$ cat config.mk
export PLATFORM = sky130hd
export DESIGN_NAME = bsfc_host_ctrl
export DESIGN_NICKNAME = d
export VERILOG_FILES = /design/src/rtl/bsfc_pkg.sv /design/src/rtl/bsfc_axil_slave.sv /design/src/rtl/bsfc_host_ctrl.sv
export SDC_FILE = /design/constraint.sdc
export NUM_CORES = 1
export LEC_CHECK = 0
export BUFFER_PORTS_ARGS = -buffer_cell sky130_fd_sc_hd__buf_2
export CORE_MARGIN = 5
export CORE_UTILIZATION = 51
export DETAILED_ROUTE_END_ITERATION = 8
export MAX_ROUTING_LAYER = met4
export PLACE_DENSITY_LB_ADDON = 0.05
export SYNTH_ARGS = -nofsm -noshare
export SYNTH_HDL_FRONTEND = slang
export SYNTH_SLANG_ARGS = --single-unit
$ cat constraint.sdc
create_clock -name ref_clk_in -period 2.1 [get_ports ref_clk_in]
set_input_delay 0.21 -clock ref_clk_in [delete_from_list [all_inputs] [get_ports ref_clk_in]]
set_output_delay 0.21 -clock ref_clk_in [all_outputs]
set_load 0.05 [all_outputs]
$ cat src/rtl/bsfc_pkg.sv
// Shared constants, register map and state encoding of the boot flash host controller.
// Assumes a single 40 MHz clock and a parallel flash wired to the controller's pins.
package bsfc_pkg;

	localparam int ADDR_W = 20;
	localparam int DATA_W = 16;

	// Register byte offsets on the AXI4-Lite port.
	localparam logic [7:0] REG_CTRL   = 8'h00;
	localparam logic [7:0] REG_ADDR   = 8'h04;
	localparam logic [7:0] REG_WDATA  = 8'h08;
	localparam logic [7:0] REG_CMD    = 8'h0C;
	localparam logic [7:0] REG_STATUS = 8'h10;
	localparam logic [7:0] REG_RDATA  = 8'h14;

	// Control register fields and reset values.
	localparam int         CTRL_BYTE     = 0;
	localparam int         CTRL_STANDBY  = 1;
	localparam int         CTRL_RESET    = 2;
	localparam logic       BYTE_RST      = 1'b0;
	localparam logic       STANDBY_RST   = 1'b0;
	localparam logic       RESET_RST     = 1'b0;

	// Status register fields.
	localparam int         STAT_BUSY     = 0;
	localparam int         STAT_READY    = 1;
	localparam int         STAT_DONE     = 2;
	localparam int         STAT_REFUSED  = 3;

	// Command register operation codes.
	localparam logic [1:0] OP_NONE  = 2'h0;
	localparam logic [1:0] OP_WRITE = 2'h1;
	localparam logic [1:0] OP_READ  = 2'h2;
	localparam logic [1:0] OP_POLL  = 2'h3;

	localparam int         TOGGLE_BIT = 6;
	localparam int         POLL_BIT   = 7;

	// Pin timing, each figure in ns, then in whole clock cycles rounded up.
	localparam int         CLK_PERIOD_NS = 25;
	localparam int         SETUP_NS      = 25;
	localparam int         STROBE_NS     = 200;
	localparam int         HOLD_NS       = 25;
	localparam logic [3:0] SETUP_CYC     = 4'((SETUP_NS + CLK_PERIOD_NS - 1) / CLK_PERIOD_NS);
	localparam logic [3:0] STROBE_CYC    = 4'((STROBE_NS + CLK_PERIOD_NS - 1) / CLK_PERIOD_NS);
	localparam logic [3:0] HOLD_CYC      = 4'((HOLD_NS + CLK_PERIOD_NS - 1) / CLK_PERIOD_NS);

	localparam logic [1:0] RESP_OKAY   = 2'h0;
	localparam logic [1:0] RESP_SLVERR = 2'h2;

	typedef enum logic [4:0] {
		BSFC_IDLE   = 5'h01,
		BSFC_SETUP  = 5'h02,
		BSFC_STROBE = 5'h04,
		BSFC_HOLD   = 5'h08,
		BSFC_CMPR   = 5'h10
	} bsfc_state_t;

endpackage

$ cat src/rtl/bsfc_axil_slave.sv
// AXI4-Lite slave front end of the flash host controller.
// Assumes the register file answers decode and read data combinationally on the same clock.
`timescale 1ns/1ps
module bsfc_axil_slave (
	input  wire logic        ref_clk_in,
	input  wire logic        rstn_in,
	input  wire logic [7:0]  s_axi_awaddr_in,
	input  wire logic        s_axi_awvalid_in,
	output logic             s_axi_awready_out,
	input  wire logic [31:0] s_axi_wdata_in,
	input  wire logic [3:0]  s_axi_wstrb_in,
	input  wire logic        s_axi_wvalid_in,
	output logic             s_axi_wready_out,
	output logic [1:0]       s_axi_bresp_out,
	output logic             s_axi_bvalid_out,
	input  wire logic        s_axi_bready_in,
	input  wire logic [7:0]  s_axi_araddr_in,
	input  wire logic        s_axi_arvalid_in,
	output logic             s_axi_arready_out,
	output logic [31:0]      s_axi_rdata_out,
	output logic [1:0]       s_axi_rresp_out,
	output logic             s_axi_rvalid_out,
	input  wire logic        s_axi_rready_in,
	output logic             reg_wr_out,
	output logic [7:0]       reg_wr_addr_out,
	output logic [31:0]      reg_wdata_out,
	output logic [3:0]       reg_wstrb_out,
	input  wire logic        reg_wr_err_in,
	output logic [7:0]       reg_rd_addr_out,
	input  wire logic [31:0] reg_rdata_in,
	input  wire logic        reg_rd_err_in
);

	typedef struct packed {
		logic        aw_have;
		logic [7:0]  awaddr;
		logic        w_have;
		logic [31:0] wdata;
		logic [3:0]  wstrb;
		logic        awready;
		logic        wready;
		logic        wr_pulse;
		logic        bvalid;
		logic [1:0]  bresp;
		logic        arready;
		logic        rvalid;
		logic [31:0] rdata;
		logic [1:0]  rresp;
	} bsfc_axi_state_t;

	bsfc_axi_state_t s;
	bsfc_axi_state_t next_s;

	////////////////////////////////////////////////////////////////////////////////

	always_comb begin
		next_s = s;
		next_s.wr_pulse = 1'b0;
		if (s_axi_awvalid_in && s.awready) begin
			next_s.aw_have = 1'b1;
			next_s.awaddr  = s_axi_awaddr_in;
		end
		if (s_axi_wvalid_in && s.wready) begin
			next_s.w_have = 1'b1;
			next_s.wdata  = s_axi_wdata_in;
			next_s.wstrb  = s_axi_wstrb_in;
		end
		if (s.aw_have && s.w_have && !s.wr_pulse && !s.bvalid) begin
			next_s.wr_pulse = 1'b1;
		end
		// The decode answer is sampled in the pulse cycle, so the response lags one cycle.
		if (s.wr_pulse) begin
			next_s.bvalid  = 1'b1;
			next_s.bresp   = reg_wr_err_in ? bsfc_pkg::RESP_SLVERR : bsfc_pkg::RESP_OKAY;
			next_s.aw_have = 1'b0;
			next_s.w_have  = 1'b0;
		end
		if (s.bvalid && s_axi_bready_in) begin
			next_s.bvalid = 1'b0;
		end
		next_s.awready = !next_s.aw_have && !next_s.bvalid && !next_s.wr_pulse;
		next_s.wready  = !next_s.w_have && !next_s.bvalid && !next_s.wr_pulse;
		if (s_axi_arvalid_in && s.arready) begin
			next_s.arready = 1'b0;
			next_s.rvalid  = 1'b1;
			next_s.rdata   = reg_rdata_in;
			next_s.rresp   = reg_rd_err_in ? bsfc_pkg::RESP_SLVERR : bsfc_pkg::RESP_OKAY;
		end else if (s.rvalid && s_axi_rready_in) begin
			next_s.rvalid  = 1'b0;
			next_s.arready = 1'b1;
		end
	end

	always_ff @(posedge ref_clk_in) begin
		if (!rstn_in) begin
			s         <= '0;
			s.awready <= 1'b1;
			s.wready  <= 1'b1;
			s.arready <= 1'b1;
		end else begin
			s <= next_s;
		end
	end

	assign s_axi_awready_out = s.awready;
	assign s_axi_wready_out  = s.wready;
	assign s_axi_bresp_out   = s.bresp;
	assign s_axi_bvalid_out  = s.bvalid;
	assign s_axi_arready_out = s.arready;
	assign s_axi_rdata_out   = s.rdata;
	assign s_axi_rresp_out   = s.rresp;
	assign s_axi_rvalid_out  = s.rvalid;
	assign reg_wr_out        = s.wr_pulse;
	assign reg_wr_addr_out   = s.awaddr;
	assign reg_wdata_out     = s.wdata;
	assign reg_wstrb_out     = s.wstrb;
	assign reg_rd_addr_out   = s_axi_araddr_in;

endmodule

$ cat src/rtl/bsfc_host_ctrl.sv
// Host-side controller for a boot-sector parallel flash: register file and pin sequencer.
// Assumes software composes command sequences as single bus cycles through the CMD register.
//
// Our own choices: the address map and the AXI4-Lite interface to the registers.
`timescale 1ns/1ps

// Notes on behaviour
// - Commands reach the flash as ordinary write cycles into its command register.
// - In unlock-bypass mode a program takes two write cycles instead of four.
// - Erase may be suspended indefinitely, other sectors used, then resumed.
// - The host can put the flash into standby, cutting its activity.
// - Separate active-low select, write and output strobes keep the bus contention-free.
module bsfc_host_ctrl (
	input  wire logic        ref_clk_in,
	input  wire logic        rstn_in,
	input  wire logic [7:0]  s_axi_awaddr_in,
	input  wire logic        s_axi_awvalid_in,
	output logic             s_axi_awready_out,
	input  wire logic [31:0] s_axi_wdata_in,
	input  wire logic [3:0]  s_axi_wstrb_in,
	input  wire logic        s_axi_wvalid_in,
	output logic             s_axi_wready_out,
	output logic [1:0]       s_axi_bresp_out,
	output logic             s_axi_bvalid_out,
	input  wire logic        s_axi_bready_in,
	input  wire logic [7:0]  s_axi_araddr_in,
	input  wire logic        s_axi_arvalid_in,
	output logic             s_axi_arready_out,
	output logic [31:0]      s_axi_rdata_out,
	output logic [1:0]       s_axi_rresp_out,
	output logic             s_axi_rvalid_out,
	input  wire logic        s_axi_rready_in,
	output logic [19:0]      flash_addr_out,
	input  wire logic [15:0] data_lines_in,
	output logic [15:0]      data_lines_out,
	output logic [1:0]       data_lines_oe_n_out,
	output logic             flash_ce_n_out,
	output logic             flash_we_n_out,
	output logic             flash_oe_n_out,
	output logic             flash_reset_n_out,
	output logic             flash_byte_n_out,
	input  wire logic        op_done_pin_n_in
);

	typedef struct packed {
		bsfc_pkg::bsfc_state_t st;
		logic [3:0]            cnt;
		logic [1:0]            op;
		logic                  polling;
		logic                  last_tgl;
		logic                  byte_mode;
		logic                  byte_n;
		logic                  standby;
		logic                  hold_reset;
		logic [19:0]           addr;
		logic [15:0]           wdata;
		logic [15:0]           rdata;
		logic                  done;
		logic                  refused;
		logic                  ce_n;
		logic                  we_n;
		logic                  oe_n;
		logic [1:0]            dq_oe_n;
		logic [15:0]           dq_out;
		logic [19:0]           fa;
		logic                  reset_n;
		logic [15:0]           dq_s1;
		logic [15:0]           dq_s2;
		logic                  rdy_s1;
		logic                  rdy_s2;
	} bsfc_host_state_t;

	bsfc_host_state_t s;
	bsfc_host_state_t next_s;

	logic        reg_wr;
	logic [7:0]  reg_wr_addr;
	logic [31:0] reg_wdata;
	logic [3:0]  reg_wstrb;
	logic [7:0]  reg_rd_addr;
	logic [31:0] wval;

	////////////////////////////////////////////////////////////////////////////////

	function automatic logic reg_hit(input logic [7:0] a);
		case (a)
			bsfc_pkg::REG_CTRL, bsfc_pkg::REG_ADDR, bsfc_pkg::REG_WDATA,
			bsfc_pkg::REG_CMD, bsfc_pkg::REG_STATUS, bsfc_pkg::REG_RDATA: reg_hit = 1'b1;
			default: reg_hit = 1'b0;
		endcase
	endfunction

	function automatic logic [31:0] reg_read(input bsfc_host_state_t r, input logic [7:0] a);
		logic [31:0] v;
		v = 32'h0;
		case (a)
			bsfc_pkg::REG_CTRL: begin
				v[bsfc_pkg::CTRL_BYTE]    = r.byte_mode;
				v[bsfc_pkg::CTRL_STANDBY] = r.standby;
				v[bsfc_pkg::CTRL_RESET]   = r.hold_reset;
			end
			bsfc_pkg::REG_ADDR:  v = {12'h000, r.addr};
			bsfc_pkg::REG_WDATA: v = {16'h0000, r.wdata};
			bsfc_pkg::REG_CMD:   v = {30'h0, r.op};
			bsfc_pkg::REG_STATUS: begin
				v[bsfc_pkg::STAT_BUSY]    = (r.st != bsfc_pkg::BSFC_IDLE);
				v[bsfc_pkg::STAT_READY]   = r.rdy_s2;
				v[bsfc_pkg::STAT_DONE]    = r.done;
				v[bsfc_pkg::STAT_REFUSED] = r.refused;
			end
			bsfc_pkg::REG_RDATA: v = {16'h0000, r.rdata};
			default:             v = 32'h0;
		endcase
		reg_read = v;
	endfunction

	function automatic logic [31:0] merge(input logic [31:0] o, input logic [31:0] d,
			input logic [3:0] be);
		logic [31:0] m;
		m = o;
		for (int i = 0; i < 4; i++) begin
			if (be[i]) begin
				m[8*i +: 8] = d[8*i +: 8];
			end
		end
		merge = m;
	endfunction

	////////////////////////////////////////////////////////////////////////////////

	bsfc_axil_slave u_axil (
		.ref_clk_in        (ref_clk_in),
		.rstn_in           (rstn_in),
		.s_axi_awaddr_in   (s_axi_awaddr_in),
		.s_axi_awvalid_in  (s_axi_awvalid_in),
		.s_axi_awready_out (s_axi_awready_out),
		.s_axi_wdata_in    (s_axi_wdata_in),
		.s_axi_wstrb_in    (s_axi_wstrb_in),
		.s_axi_wvalid_in   (s_axi_wvalid_in),
		.s_axi_wready_out  (s_axi_wready_out),
		.s_axi_bresp_out   (s_axi_bresp_out),
		.s_axi_bvalid_out  (s_axi_bvalid_out),
		.s_axi_bready_in   (s_axi_bready_in),
		.s_axi_araddr_in   (s_axi_araddr_in),
		.s_axi_arvalid_in  (s_axi_arvalid_in),
		.s_axi_arready_out (s_axi_arready_out),
		.s_axi_rdata_out   (s_axi_rdata_out),
		.s_axi_rresp_out   (s_axi_rresp_out),
		.s_axi_rvalid_out  (s_axi_rvalid_out),
		.s_axi_rready_in   (s_axi_rready_in),
		.reg_wr_out        (reg_wr),
		.reg_wr_addr_out   (reg_wr_addr),
		.reg_wdata_out     (reg_wdata),
		.reg_wstrb_out     (reg_wstrb),
		.reg_wr_err_in     (!reg_hit(reg_wr_addr)),
		.reg_rd_addr_out   (reg_rd_addr),
		.reg_rdata_in      (reg_read(s, reg_rd_addr)),
		.reg_rd_err_in     (!reg_hit(reg_rd_addr))
	);

	assign wval = merge(reg_read(s, reg_wr_addr), reg_wdata, reg_wstrb);

	////////////////////////////////////////////////////////////////////////////////

	always_comb begin
		next_s = s;
		next_s.dq_s1  = data_lines_in;
		next_s.dq_s2  = s.dq_s1;
		next_s.rdy_s1 = !op_done_pin_n_in;
		next_s.rdy_s2 = s.rdy_s1;
		// Clears are applied first so that a same-cycle completion still sets.
		if (reg_wr) begin
			case (reg_wr_addr)
				bsfc_pkg::REG_CTRL: begin
					next_s.byte_mode  = wval[bsfc_pkg::CTRL_BYTE];
					next_s.standby    = wval[bsfc_pkg::CTRL_STANDBY];
					next_s.hold_reset = wval[bsfc_pkg::CTRL_RESET];
				end
				bsfc_pkg::REG_ADDR:  next_s.addr  = wval[19:0];
				bsfc_pkg::REG_WDATA: next_s.wdata = wval[15:0];
				bsfc_pkg::REG_STATUS: begin
					if (reg_wstrb[0] && reg_wdata[bsfc_pkg::STAT_DONE]) begin
						next_s.done = 1'b0;
					end
					if (reg_wstrb[0] && reg_wdata[bsfc_pkg::STAT_REFUSED]) begin
						next_s.refused = 1'b0;
					end
				end
				bsfc_pkg::REG_CMD: begin
					// Every write or read is its own select cycle, so unlock and bypass sequences
					// are composed by software one cycle per command.
					if (wval[1:0] != bsfc_pkg::OP_NONE) begin
						if (s.st == bsfc_pkg::BSFC_IDLE && !s.standby && !s.hold_reset) begin
							next_s.op      = wval[1:0];
							next_s.polling = 1'b0;
							next_s.st      = bsfc_pkg::BSFC_SETUP;
							next_s.cnt     = bsfc_pkg::SETUP_CYC - 4'h1;
							next_s.ce_n    = 1'b0;
							next_s.fa      = s.byte_mode ? s.addr : {1'b0, s.addr[18:0]};
							if (wval[1:0] == bsfc_pkg::OP_WRITE) begin
								next_s.dq_out  = s.byte_mode ? {8'h00, s.wdata[7:0]} : s.wdata;
								next_s.dq_oe_n = s.byte_mode ? 2'b10 : 2'b00;
							end
						end else begin
							next_s.refused = 1'b1;
						end
					end
				end
				default: begin
				end
			endcase
		end
		case (s.st)
			bsfc_pkg::BSFC_IDLE: begin
				// Address pins are left as they were, letting the flash fall asleep.
				next_s.ce_n = next_s.ce_n | s.standby;
			end
			bsfc_pkg::BSFC_SETUP: begin
				if (s.cnt == 4'h0) begin
					next_s.st  = bsfc_pkg::BSFC_STROBE;
					next_s.cnt = bsfc_pkg::STROBE_CYC - 4'h1;
					if (s.op == bsfc_pkg::OP_WRITE) begin
						next_s.we_n = 1'b0;
					end else begin
						next_s.oe_n = 1'b0;
					end
				end else begin
					next_s.cnt = s.cnt - 4'h1;
				end
			end
			bsfc_pkg::BSFC_STROBE: begin
				if (s.cnt == 4'h0) begin
					next_s.we_n = 1'b1;
					next_s.oe_n = 1'b1;
					if (s.op != bsfc_pkg::OP_WRITE) begin
						next_s.rdata = s.byte_mode ? {8'h00, s.dq_s2[7:0]} : s.dq_s2;
					end
					next_s.st  = bsfc_pkg::BSFC_HOLD;
					next_s.cnt = bsfc_pkg::HOLD_CYC - 4'h1;
				end else begin
					next_s.cnt = s.cnt - 4'h1;
				end
			end
			bsfc_pkg::BSFC_HOLD: begin
				if (s.cnt == 4'h0) begin
					next_s.ce_n    = 1'b1;
					next_s.dq_oe_n = 2'b11;
					if (s.op == bsfc_pkg::OP_POLL) begin
						next_s.st = bsfc_pkg::BSFC_CMPR;
					end else begin
						next_s.st   = bsfc_pkg::BSFC_IDLE;
						next_s.done = 1'b1;
					end
				end else begin
					next_s.cnt = s.cnt - 4'h1;
				end
			end
			bsfc_pkg::BSFC_CMPR: begin
				// The toggle bit stops toggling once the embedded algorithm ends.
				if (s.polling && s.rdata[bsfc_pkg::TOGGLE_BIT] == s.last_tgl) begin
					next_s.st      = bsfc_pkg::BSFC_IDLE;
					next_s.done    = 1'b1;
					next_s.polling = 1'b0;
				end else begin
					next_s.polling  = 1'b1;
					next_s.last_tgl = s.rdata[bsfc_pkg::TOGGLE_BIT];
					next_s.st       = bsfc_pkg::BSFC_SETUP;
					next_s.cnt      = bsfc_pkg::SETUP_CYC - 4'h1;
					next_s.ce_n     = 1'b0;
				end
			end
			default: next_s.st = bsfc_pkg::BSFC_IDLE;
		endcase
		if (next_s.hold_reset) begin
			next_s.st      = bsfc_pkg::BSFC_IDLE;
			next_s.polling = 1'b0;
			next_s.ce_n    = 1'b1;
			next_s.we_n    = 1'b1;
			next_s.oe_n    = 1'b1;
			next_s.dq_oe_n = 2'b11;
		end
		next_s.reset_n = !next_s.hold_reset;
		next_s.byte_n  = !next_s.byte_mode;
	end

	always_ff @(posedge ref_clk_in) begin
		if (!rstn_in) begin
			s            <= '0;
			s.st         <= bsfc_pkg::BSFC_IDLE;
			s.byte_mode  <= bsfc_pkg::BYTE_RST;
			s.byte_n     <= !bsfc_pkg::BYTE_RST;
			s.standby    <= bsfc_pkg::STANDBY_RST;
			s.hold_reset <= bsfc_pkg::RESET_RST;
			s.ce_n       <= 1'b1;
			s.we_n       <= 1'b1;
			s.oe_n       <= 1'b1;
			s.dq_oe_n    <= 2'b11;
		end else begin
			s <= next_s;
		end
	end

	assign flash_addr_out      = s.fa;
	assign data_lines_out      = s.dq_out;
	assign data_lines_oe_n_out = s.dq_oe_n;
	assign flash_ce_n_out      = s.ce_n;
	assign flash_we_n_out      = s.we_n;
	assign flash_oe_n_out      = s.oe_n;
	assign flash_reset_n_out   = s.reset_n;
	assign flash_byte_n_out    = s.byte_n;
endmodule

### Yosys cells after proc, flatten, opt, wreduce, memory -nomap -nowiden

Cells that the tools add are included.

* register bits after elaboration: 235
* input port bits: 76
* logic and storage cells: 205
* output and inout bits: 84

* reductions and logical operators: 54
* add/sub/neg operators: 1
* bitwise gates (word level): 3
* equal/unequal tests: 29
* muxes and demuxes: 78

Operator list (number)
* two-way mux 38 bit: 4
* one-hot mux 16 bit (3 select lines): 2
* two-way mux 37 bit: 2
* two-way mux 12 bit: 4
* two-way mux 16 bit: 3
* two-way mux 20 bit: 2
* one-hot mux 3 bit (6 select lines): 2
* == test 8 x 4 -> 1 bit, second input constant: 4
* == test 8 x 5 -> 1 bit, second input constant: 4
* one-hot mux 5 bit (5 select lines): 1
* two-way mux 1 bit: 24
* two-way mux 2 bit: 12
* two-way mux 4 bit: 5
* two-way mux 5 bit: 4
* two-way mux 18 bit: 1
* logical AND 1 bit: 17
* == test 8 x 3 -> 1 bit, second input constant: 2
* logical NOT 8 bit: 2
* two-way mux 8 bit: 2
* one-hot mux 4 bit (4 select lines): 1
* AND reduction 4 bit: 4
* nonzero test 2 bit: 8
* != test 2 bit, second input constant: 7
* OR reduction 6 bit: 2
* other kinds (25): 46

### Logic depth before layout (Yosys ltp)

Gate-level depths: netlist of the first run.

* depth after elaboration: 11
* gate-level depth with buffers: 10
* depth with buffers taken out: 8

### Modules after synthesis

Synthesis of the first run repeated with hierarchy kept, for this count alone.

* cell total of the unflattened synthesis: 1242
* area, all modules: 11220.8 µm²

By module, submodules not included
* bsfc_host_ctrl: cells each 777, area each 6779.0 µm², instances 1
* bsfc_axil_slave: cells each 465, area each 4441.8 µm², instances 1

### Least setup slack after synthesis of the first run

OpenSTA, ideal clock, no wires.

* kind: register to register
* start: register s[138] in the netlist's numbering
* end: register s[90] in the netlist's numbering
* data arrival time: 2.072 ns
* period minus slack after synthesis: 2.138 ns
* stages on the path, launching flop included: 11
* path slack: -0.038 ns
* required time: 2.035 ns
* path through: dfxtp_1 -> inv_1 -> ha_1 -> or3b_2 -> buf_2 -> nor4_2 -> nand2_1 -> buf_2 -> nor3b_1 -> a21oi_1 -> nor2b_1

* word-level cells in the longest chain between the ends: 2

RTL lines
* from (decl): line bsfc_host_ctrl.sv:73 `bsfc_host_state_t s;`
* from (signal assigned): line bsfc_host_ctrl.sv:299 `s <= next_s;`
* logical NOT 4 bit: line bsfc_host_ctrl.sv:232 `if (s.cnt == 4'h0) begin`
* AND reduction 3 bit (no source line)

No other way between the ends.
A chain may end at the register's enable or synchronous reset.

### Worst setup path in the final report of the first run

* start: register u_axil.s (netlist bit u_axil.reg_wr_addr_out[0])
* end: register s (netlist bit flash_addr_out[17])

* word-level cells in the longest chain between the ends: 5
* elaborated cells between the ends (all ways): 10
* classes of those cells: 5 x eq/ne; 2 x mux; 3 x reduce/logical

RTL lines
* from (decl): line bsfc_axil_slave.sv:51 `bsfc_axi_state_t s;`
* from (signal assigned): line bsfc_axil_slave.sv:101 `s <= next_s;`
* == test 8 x 5 -> 1 bit, or another cell as far along: line bsfc_host_ctrl.sv:96 `case (a)`
* one-hot mux 3 bit (6 select lines): line bsfc_host_ctrl.sv:96
* two-way mux 8 bit: line bsfc_host_ctrl.sv:122 `if (be[i]) begin`
* nonzero test 2 bit: line bsfc_host_ctrl.sv:192 `if (wval[1:0] != bsfc_pkg::OP_NONE) begin`
* AND reduction 4 bit (no source line) *

Every way passes the cells marked *; elsewhere a longest branch is shown, timed or not.

==> results of run 1 <==
[state kept, by name, indices dropped and copies added (netlist names), 2 cells and up]
signal / count
s: 87
flash_addr_out: 20
u_axil.reg_wdata_out: 20
u_axil.s_axi_rdata_out: 20
next_s: 17
data_lines_out: 16
u_axil.reg_wr_addr_out: 8
u_axil.reg_wstrb_out: 3
data_lines_oe_n_out: 2
u_axil.s: 2
[layer usage]
metal	part of all wire	wire [µm]	global-route usage	vias to the layer above
li1	-	-	-	3782
met1	0.49	11610	0.3193	3463
met2	0.43	10160	0.3203	215
met3	0.058	1374	0.04022	27
met4	0.016	385	0.04524	0
met5	0	0	-	-
[critical path: stages (launching register included)]
cell,delay (ns)
dfxtp_2,0.34
or4_4,0.57
nor3_4,0.21
o211ai_4,0.16
a31oi_4,0.28
buf_12,0.21
mux2i_1,0.22
nor2b_1,0.07
[how the worst max path moves through the flow]
| stage | startpoint | endpoint | slack (ns) |
|---|---|---|---|
| after global routing | u_axil.reg_wr_addr_out[0]$_SDFFE_PN0P_ | flash_addr_out[17]$_SDFFE_PN0P_ | -0.21 |
| after global placement | u_axil.reg_wr_addr_out[0]$_SDFFE_PN0P_ | flash_addr_out[3]$_SDFFE_PN0P_ | -0.08 |
| after detailed placement | u_axil.reg_wr_addr_out[0]$_SDFFE_PN0P_ | flash_addr_out[3]$_SDFFE_PN0P_ | -0.1 |
| after CTS | u_axil.reg_wr_addr_out[0]$_SDFFE_PN0P_ | flash_addr_out[17]$_SDFFE_PN0P_ | -0.08 |
| after floorplan | u_axil.reg_wr_addr_out[0]$_SDFFE_PN0P_ | s[138]$_SDFF_PN0_ | 0.0001 |
| final | u_axil.reg_wr_addr_out[0]$_SDFFE_PN0P_ | flash_addr_out[17]$_SDFFE_PN0P_ | -0.09 |
[kinds of logic after synthesis]
logic type,Yosys count
fa+ha+maj,1
flops,208
buf+inv,153
other cells,1
xor+xnor,3
compound gates,241
simple gates,371
mux,41
[power by group through the flow]
stage          sequential (mW)  clock [mW]  combinational (mW)
3_3_place_gp              4.19           0               0.675
3_5_place_dp              4.19           0               0.677
2_1_floorplan             4.20           0               0.455
4_1_cts                   4.11        3.92               0.763
6_report                  4.11        3.83               0.786
5_1_grt                   4.12        4.09               0.855
[layout by cell type (no fill, tap or decap), types with 10 or more instances in the layout]
cell,Yosys,routed
nand2b_1,12,11
o31ai_1,25,24
a211oi_1,13,13
buf_2,14,131
nor2_1,19,18
a22oi_1,26,26
buf_4,74,69
conb_1,1,14
dfxtp_1,208,204
clkbuf_16,0,24
nand3_1,51,51
a21oi_1,25,25
and2_1,41,40
mux2i_1,36,36
dlygate4sd3_1,0,49
a21boi_0,46,44
a21boi_2,9,10
o21ai_0,42,41
nand2_1,130,130
a22o_1,15,15
nand3b_1,11,11
nor2b_1,48,47
[what timing repair did]
item | in CTS | in global routing
pin swaps | 5 | 26
hold buffers | 49 | 0
buffers inserted | 4 | 3
hold endpoints to repair | 49 | 0
gates cloned | 0 | 1
gates resized for setup | 8 | 20
endpoints found under the setup margin | 50 | 86
[area by class of cell]
type | instances | area [µm²] | share of cell area
flip-flops and latches | 208 | 4169 | 0.3626
repair buffers | 261 | 1892 | 0.1645
multi-input cells | 671 | 4394 | 0.3822
clock inverters | 14 | 136.4 | 0.01186
clock buffers | 26 | 586.8 | 0.05103
well taps | 229 | 286.5 | 0.02492
inverters | 9 | 33.78 | 0.002938
[stage by stage]
stage | setup TNS, ns | setup slack (ns) | util
floorplan | 0 | 0.0001499 | -
global placement | -0.9729 | -0.07839 | 0.5625
detailed placement | -1.617 | -0.09751 | 0.5625
CTS | -1.136 | -0.08225 | 0.6334
global route | -8.572 | -0.2060 | 0.6401
finish | -2.296 | -0.09050 | 0.6401
==> out/summary.txt, run 1 <==
Outcome -> finished with violations
Failing checks -> setup timing
Hold Path End -> u_axil.reg_wstrb_out[1]$_SDFFE_PN0P_
Count leader, synth -> dfxtp_1
Reg2reg path depth -> 7
Initial antenna violation count -> 0
Final antenna diode count -> 0
Most used flip-flop cell after synthesis -> dfxtp_1
Post-synthesis xor/xnor area fraction -> 0.002821
Post-synthesis adder-cell area fraction -> 0.001343
Mapped cell area -> 9315 µm²
Core Box Area -> 17960 µm²
Placed insts -> 1321
Vias -> 7487
Die width -> 145.2 µm
Worst-Margin Slew -> 0.5721 ns
RD Place Congestion -> 0.9240
CP max FO -> 20
Critical Path AT -> 2.57 ns
Static Leakage -> 4.607 nW
Clock Root Buffer -> clkbuf_16
Synth area leader -> dfxtp_1
Final Hold Fails -> 0
Sw Share -> 0.2393
Switch Pwr -> 2.089 mW
Crit Reg-Reg Startpoint -> u_axil.reg_wr_addr_out[0]$_SDFFE_PN0P_
Vias in the first global route -> 7102
Clk slew on worst S/H paths -> 0.06 ns
RSZ-0062 raised after global routing -> true
Total GRT Usage -> 0.2193
Worst R2R Setup Slack -> -0.09 ns
Mapped Cells -> 1019
Ys Warns -> 0
Ports -> 160
Final worst slack -> -0.09050 ns
Post-Route WL -> 23530 µm
Initial core utilization -> 0.5186
Syn_area_per_cell -> 9.141 µm²
Finished Layout Cells -> 1418
TritonCTS Buffers -> 23
Clock Path Buffers -> 3
Max frequency -> 0.4565 GHz
Fin. max-slew vios -> 0
Max IR drop VDD -> 0.6110 mV
H-tree levels -> 1
Slew HR -> 0.6156
Post-synth EDFFs -> 0
DP Area -> 10100 µm²
Clk_skew -> 0.01136 ns
Period utilization -> 1.043
Comb pwr share -> 0.090
Initial drt markers -> 402
Largest family of logic cells by synthesized area -> simple AND/OR/NAND/NOR gates
CP Data Required Time -> 2.48 ns
WL/cell -> 16.60 µm
Nets -> 1251
Commonest cells post-synth -> 208 x dfxtp_1, 130 x nand2_1, 74 x buf_4
I/O Buffers -> 132
Post-synthesis cell type count -> 71
Global-route wire length before repair -> 37740 µm
Clock Latency Late Sink -> 0.50 ns
Fill cell count -> 1561
Antenna-violating nets left -> 0
Top cells by area, synth -> dfxtp_1 45%, buf_4 6.0%, nand2_1 5.2%
Critical path class -> flop to flop
Die Area -> 21070 µm²
HP Start -> s_axi_wstrb_in[1]
HP Class -> input pin to flop
Drc violations -> 0
Maximum number of pins on one net before global-route repair -> 84
Layout cells sized above 1 -> 0.2632
Cell area after layout -> 11500 µm²
HPWL Detailed -> 16720 µm
PwrDens -> 759.0 nW/µm²
RR Endpoint -> flash_addr_out[17]$_SDFFE_PN0P_
Via density -> 5.280
CTS sink cnt -> 208
Setup-failing EPs final -> 61
Crit end category -> flop
Die height -> 145.2 µm
CTS tree -> yes
Hold path depth -> 3
Area Overhead vs Synth -> 23.44%
Post-synthesis simple-gate area fraction -> 0.2145
Final Critical Period -> 2.190 ns
Synth top area share -> 0.4470
Hold WS -> 0.04441 ns
Maxcap violations -> 0
Rows -> 49
Flop pwr share -> 0.471
P_int -> 6.639 mW
Yosys reg bits -> 208
Async S/R FF share, synth -> 0
Post-layout power -> 8.728 mW
Mux share of post-synthesis cell area -> 0.04715
DRT Pass-1 Iters -> 5
Clock power share -> 0.439
Grt ovf -> 0
Synth Area in Compound Gates -> 0.1876
Startpoint types -> flop
Post-synthesis sequential area ratio -> 0.4470
Power figures use the tool's default switching activity.
==> run 2: changes to the inputs <==
CORE_UTILIZATION = 48   (was 51)
TNS_END_PERCENT = 1   (was default)
==> out/summary.txt, run 2 (synthesis results as in run 1) <==
Outcome -> finished with violations
Failing checks -> setup timing
Clock Path Buffers -> 3 (unchanged)
Post-layout power -> 9.070 mW (+3.9%)
Core Box Area -> 19270 µm² (+7.3%)
Final worst slack -> -0.1373 ns (-0.04681 ns)
Critical path class -> flop to flop
Static Leakage -> 4.746 nW (+3.0%)
TritonCTS Buffers -> 23 (unchanged)
PwrDens -> 772.3 nW/µm² (+1.7%)
RD Place Congestion -> 0.9054 (-2.0%)
Vias -> 7570 (+1.1%)
Clock Latency Late Sink -> 0.51 ns (about the same)
Crit end category -> flop
I/O Buffers -> 132 (unchanged)
Largest register by flop count -> s
Ports -> 160 (unchanged)
Switch Pwr -> 2.112 mW (+1.1%)
Max reg flops -> 87 (unchanged)
CTS tree -> yes
Clk_skew -> 0.01275 ns (+0.001391 ns)
Vias in the first global route -> 7150 (+0.68%)
HP Class -> input pin to flop
Fin. max-slew vios -> 0 (unchanged)
Slew HR -> 0.6285 (+0.01290)
Final antenna diode count -> 0 (unchanged)
Global-route wire length before repair -> 38430 µm (+1.8%)
Critical Path AT -> 2.67 ns (+0.10 ns)
Worst-Margin Slew -> 0.5514 ns (-0.02078 ns)
Commonest non-fill, non-tap cell in the layout -> dfxtp_1
CP max-delay cell -> or4_4
Max frequency -> 0.4470 GHz (-2.1%)
RSZ-0062 raised after global routing -> true
Initial antenna violation count -> 0 (unchanged)
Clk slew on worst S/H paths -> 0.06 ns (about the same)
Clock Root Buffer -> clkbuf_16
Initial drt markers -> 449 (+12%)
Critical path cell sequence -> or4_4 -> nor3_4 -> o211ai_4 -> buf_12 -> a211oi_4 -> buf_4 -> buf_16 -> nand2_2 -> a21boi_2
Die width -> 149.3 µm (+2.9%)
Rows -> 51 (+4.1%)
Initial core utilization -> 0.4834 (-0.03518)
Drc violations -> 0 (unchanged)
Grt ovf -> 0 (unchanged)
Maximum number of pins on one net before global-route repair -> 66 (-21%)
CP Data Required Time -> 2.54 ns (+0.06 ns)
Area Overhead vs Synth -> 26.07%
Final Util -> 0.6094 (-0.03070)
Period utilization -> 1.065 (+0.02229)
Post-Route WL -> 24230 µm (+3.0%)
Cell area after layout -> 11740 µm² (+2.1%)
Max IR drop VDD -> 0.6670 mV (+9.2%)
P_int -> 6.957 mW (+4.8%)
Final Critical Period -> 2.237 ns (+0.04681 ns)
Hold path depth -> 3 (unchanged)
Die height -> 149.3 µm (+2.9%)
Reg2reg path depth -> 9 (+2)
Nets -> 1266 (+1.2%)
Fill cell count -> 1722 (+10%)
Comb pwr share -> 0.088 (-0.002)
Die Area -> 22290 µm² (+5.8%)
Setup-failing EPs final -> 41 (-33%)
CP max FO -> 8 (-60%)
Antenna-violating nets left -> 0 (unchanged)
Clock power share -> 0.459 (+0.020)
CTS sink cnt -> 208 (unchanged)
DP Area -> 10290 µm² (+1.8%)
Flop pwr share -> 0.453 (-0.018)
WL/cell -> 16.47 µm (-0.75%)
Total GRT Usage -> 0.2187 (-0.0005972)
Final Hold Fails -> 0 (unchanged)
Maxcap violations -> 0 (unchanged)
Layout cells sized above 1 -> 0.2703 (+0.007069)
Via density -> 5.146 (-2.5%)
H-tree levels -> 1 (unchanged)
DRT Pass-1 Iters -> 6 (+1)
Sw Share -> 0.2329 (-0.006432)
Post-Place Setup Slack -> -0.2309 ns (-0.1334 ns)
Startpoint types -> flop
Slowest stage delay, CP -> 0.56 ns (about the same)
HPWL Detailed -> 17170 µm (+2.7%)
Commonest cells after routing, fill and taps aside -> 203 x dfxtp_1, 131 x buf_2, 128 x nand2_1
Setup_tns -> -3.151 ns (-0.8553 ns)
==> run 2: changes by cell type in the layout (fill, tap and decap cells not counted), sizes merged <==
| cell | delta |
|---|---|
| buf | +16 |
| clkinvlp | -4 |
| clkinv | -3 |
| clkbuf | +8 |
==> run 2: final cells by class <==
cell class	instances	area [µm²]	share of cell area
Clock inverter	7	91.34	0.007778
Tap cell	265	331.6	0.02823
Timing Repair Buffer	276	2044	0.1741
Inverter	9	33.78	0.002877
Sequential cell	208	4170	0.3551
Clock buffer	35	710.7	0.06052
Multi-Input combinational cell	671	4362	0.3714
==> run 2: stage by stage <==
stage               cells  hold WS [ns]
global placement     1372        0.3695
detailed placement   1372        0.3737
finish               1471       0.05142
global route         1471       0.06962
floorplan            1032        0.2816
CTS                  1470       0.03526
==> run 2: final timing paths <==
path | startpoint | endpoint | slack [ns]
worst min register to register | next_s[16]$_SDFF_PN0_ | s[16]$_SDFF_PN0_ | 0.43
worst min-delay path | s_axi_wstrb_in[1] | u_axil.reg_wstrb_out[1]$_SDFFE_PN0P_ | 0.05
worst max register to register | u_axil.reg_wr_addr_out[5]$_SDFFE_PN0P_ | data_lines_out[3]$_SDFFE_PN0P_ | -0.14
worst max-delay path | u_axil.reg_wr_addr_out[5]$_SDFFE_PN0P_ | data_lines_out[3]$_SDFFE_PN0P_ | -0.14
==> run 2: routing by layer <==
metal	global-route usage	share of wire	wire, µm
met3	0.02947	0.051	1246
met4	0.03661	0.016	376
met2	0.3209	0.43	10300
met5	-	0	0
met1	0.3271	0.51	12310
==> run 2: critical path, delay by kind of cell (launching register included) <==
kind | cells | cell delay [ns]
simple gates | 3 | 0.84
flops | 1 | 0.34
compound gates | 3 | 0.52
buf+inv | 3 | 0.46
==> run 2: power by group through the flow <==
stage	logic [mW]	clock network [mW]	registers, mW
2_1_floorplan	0.455	0	4.20
3_3_place_gp	0.705	0	4.19
3_5_place_dp	0.706	0	4.19
4_1_cts	0.786	4.26	4.11
5_1_grt	0.869	4.42	4.12
6_report	0.796	4.17	4.11
==> run 2: timing repair <==
action | in CTS | in global routing
hold buffers | 49 | 0
gates resized for setup | 12 | 11
setup buffers | 6 | 1
endpoints found under the hold margin | 50 | 0
pin swaps | 25 | 23
endpoints found under the setup margin | 54 | 85
cloned | 1 | 0
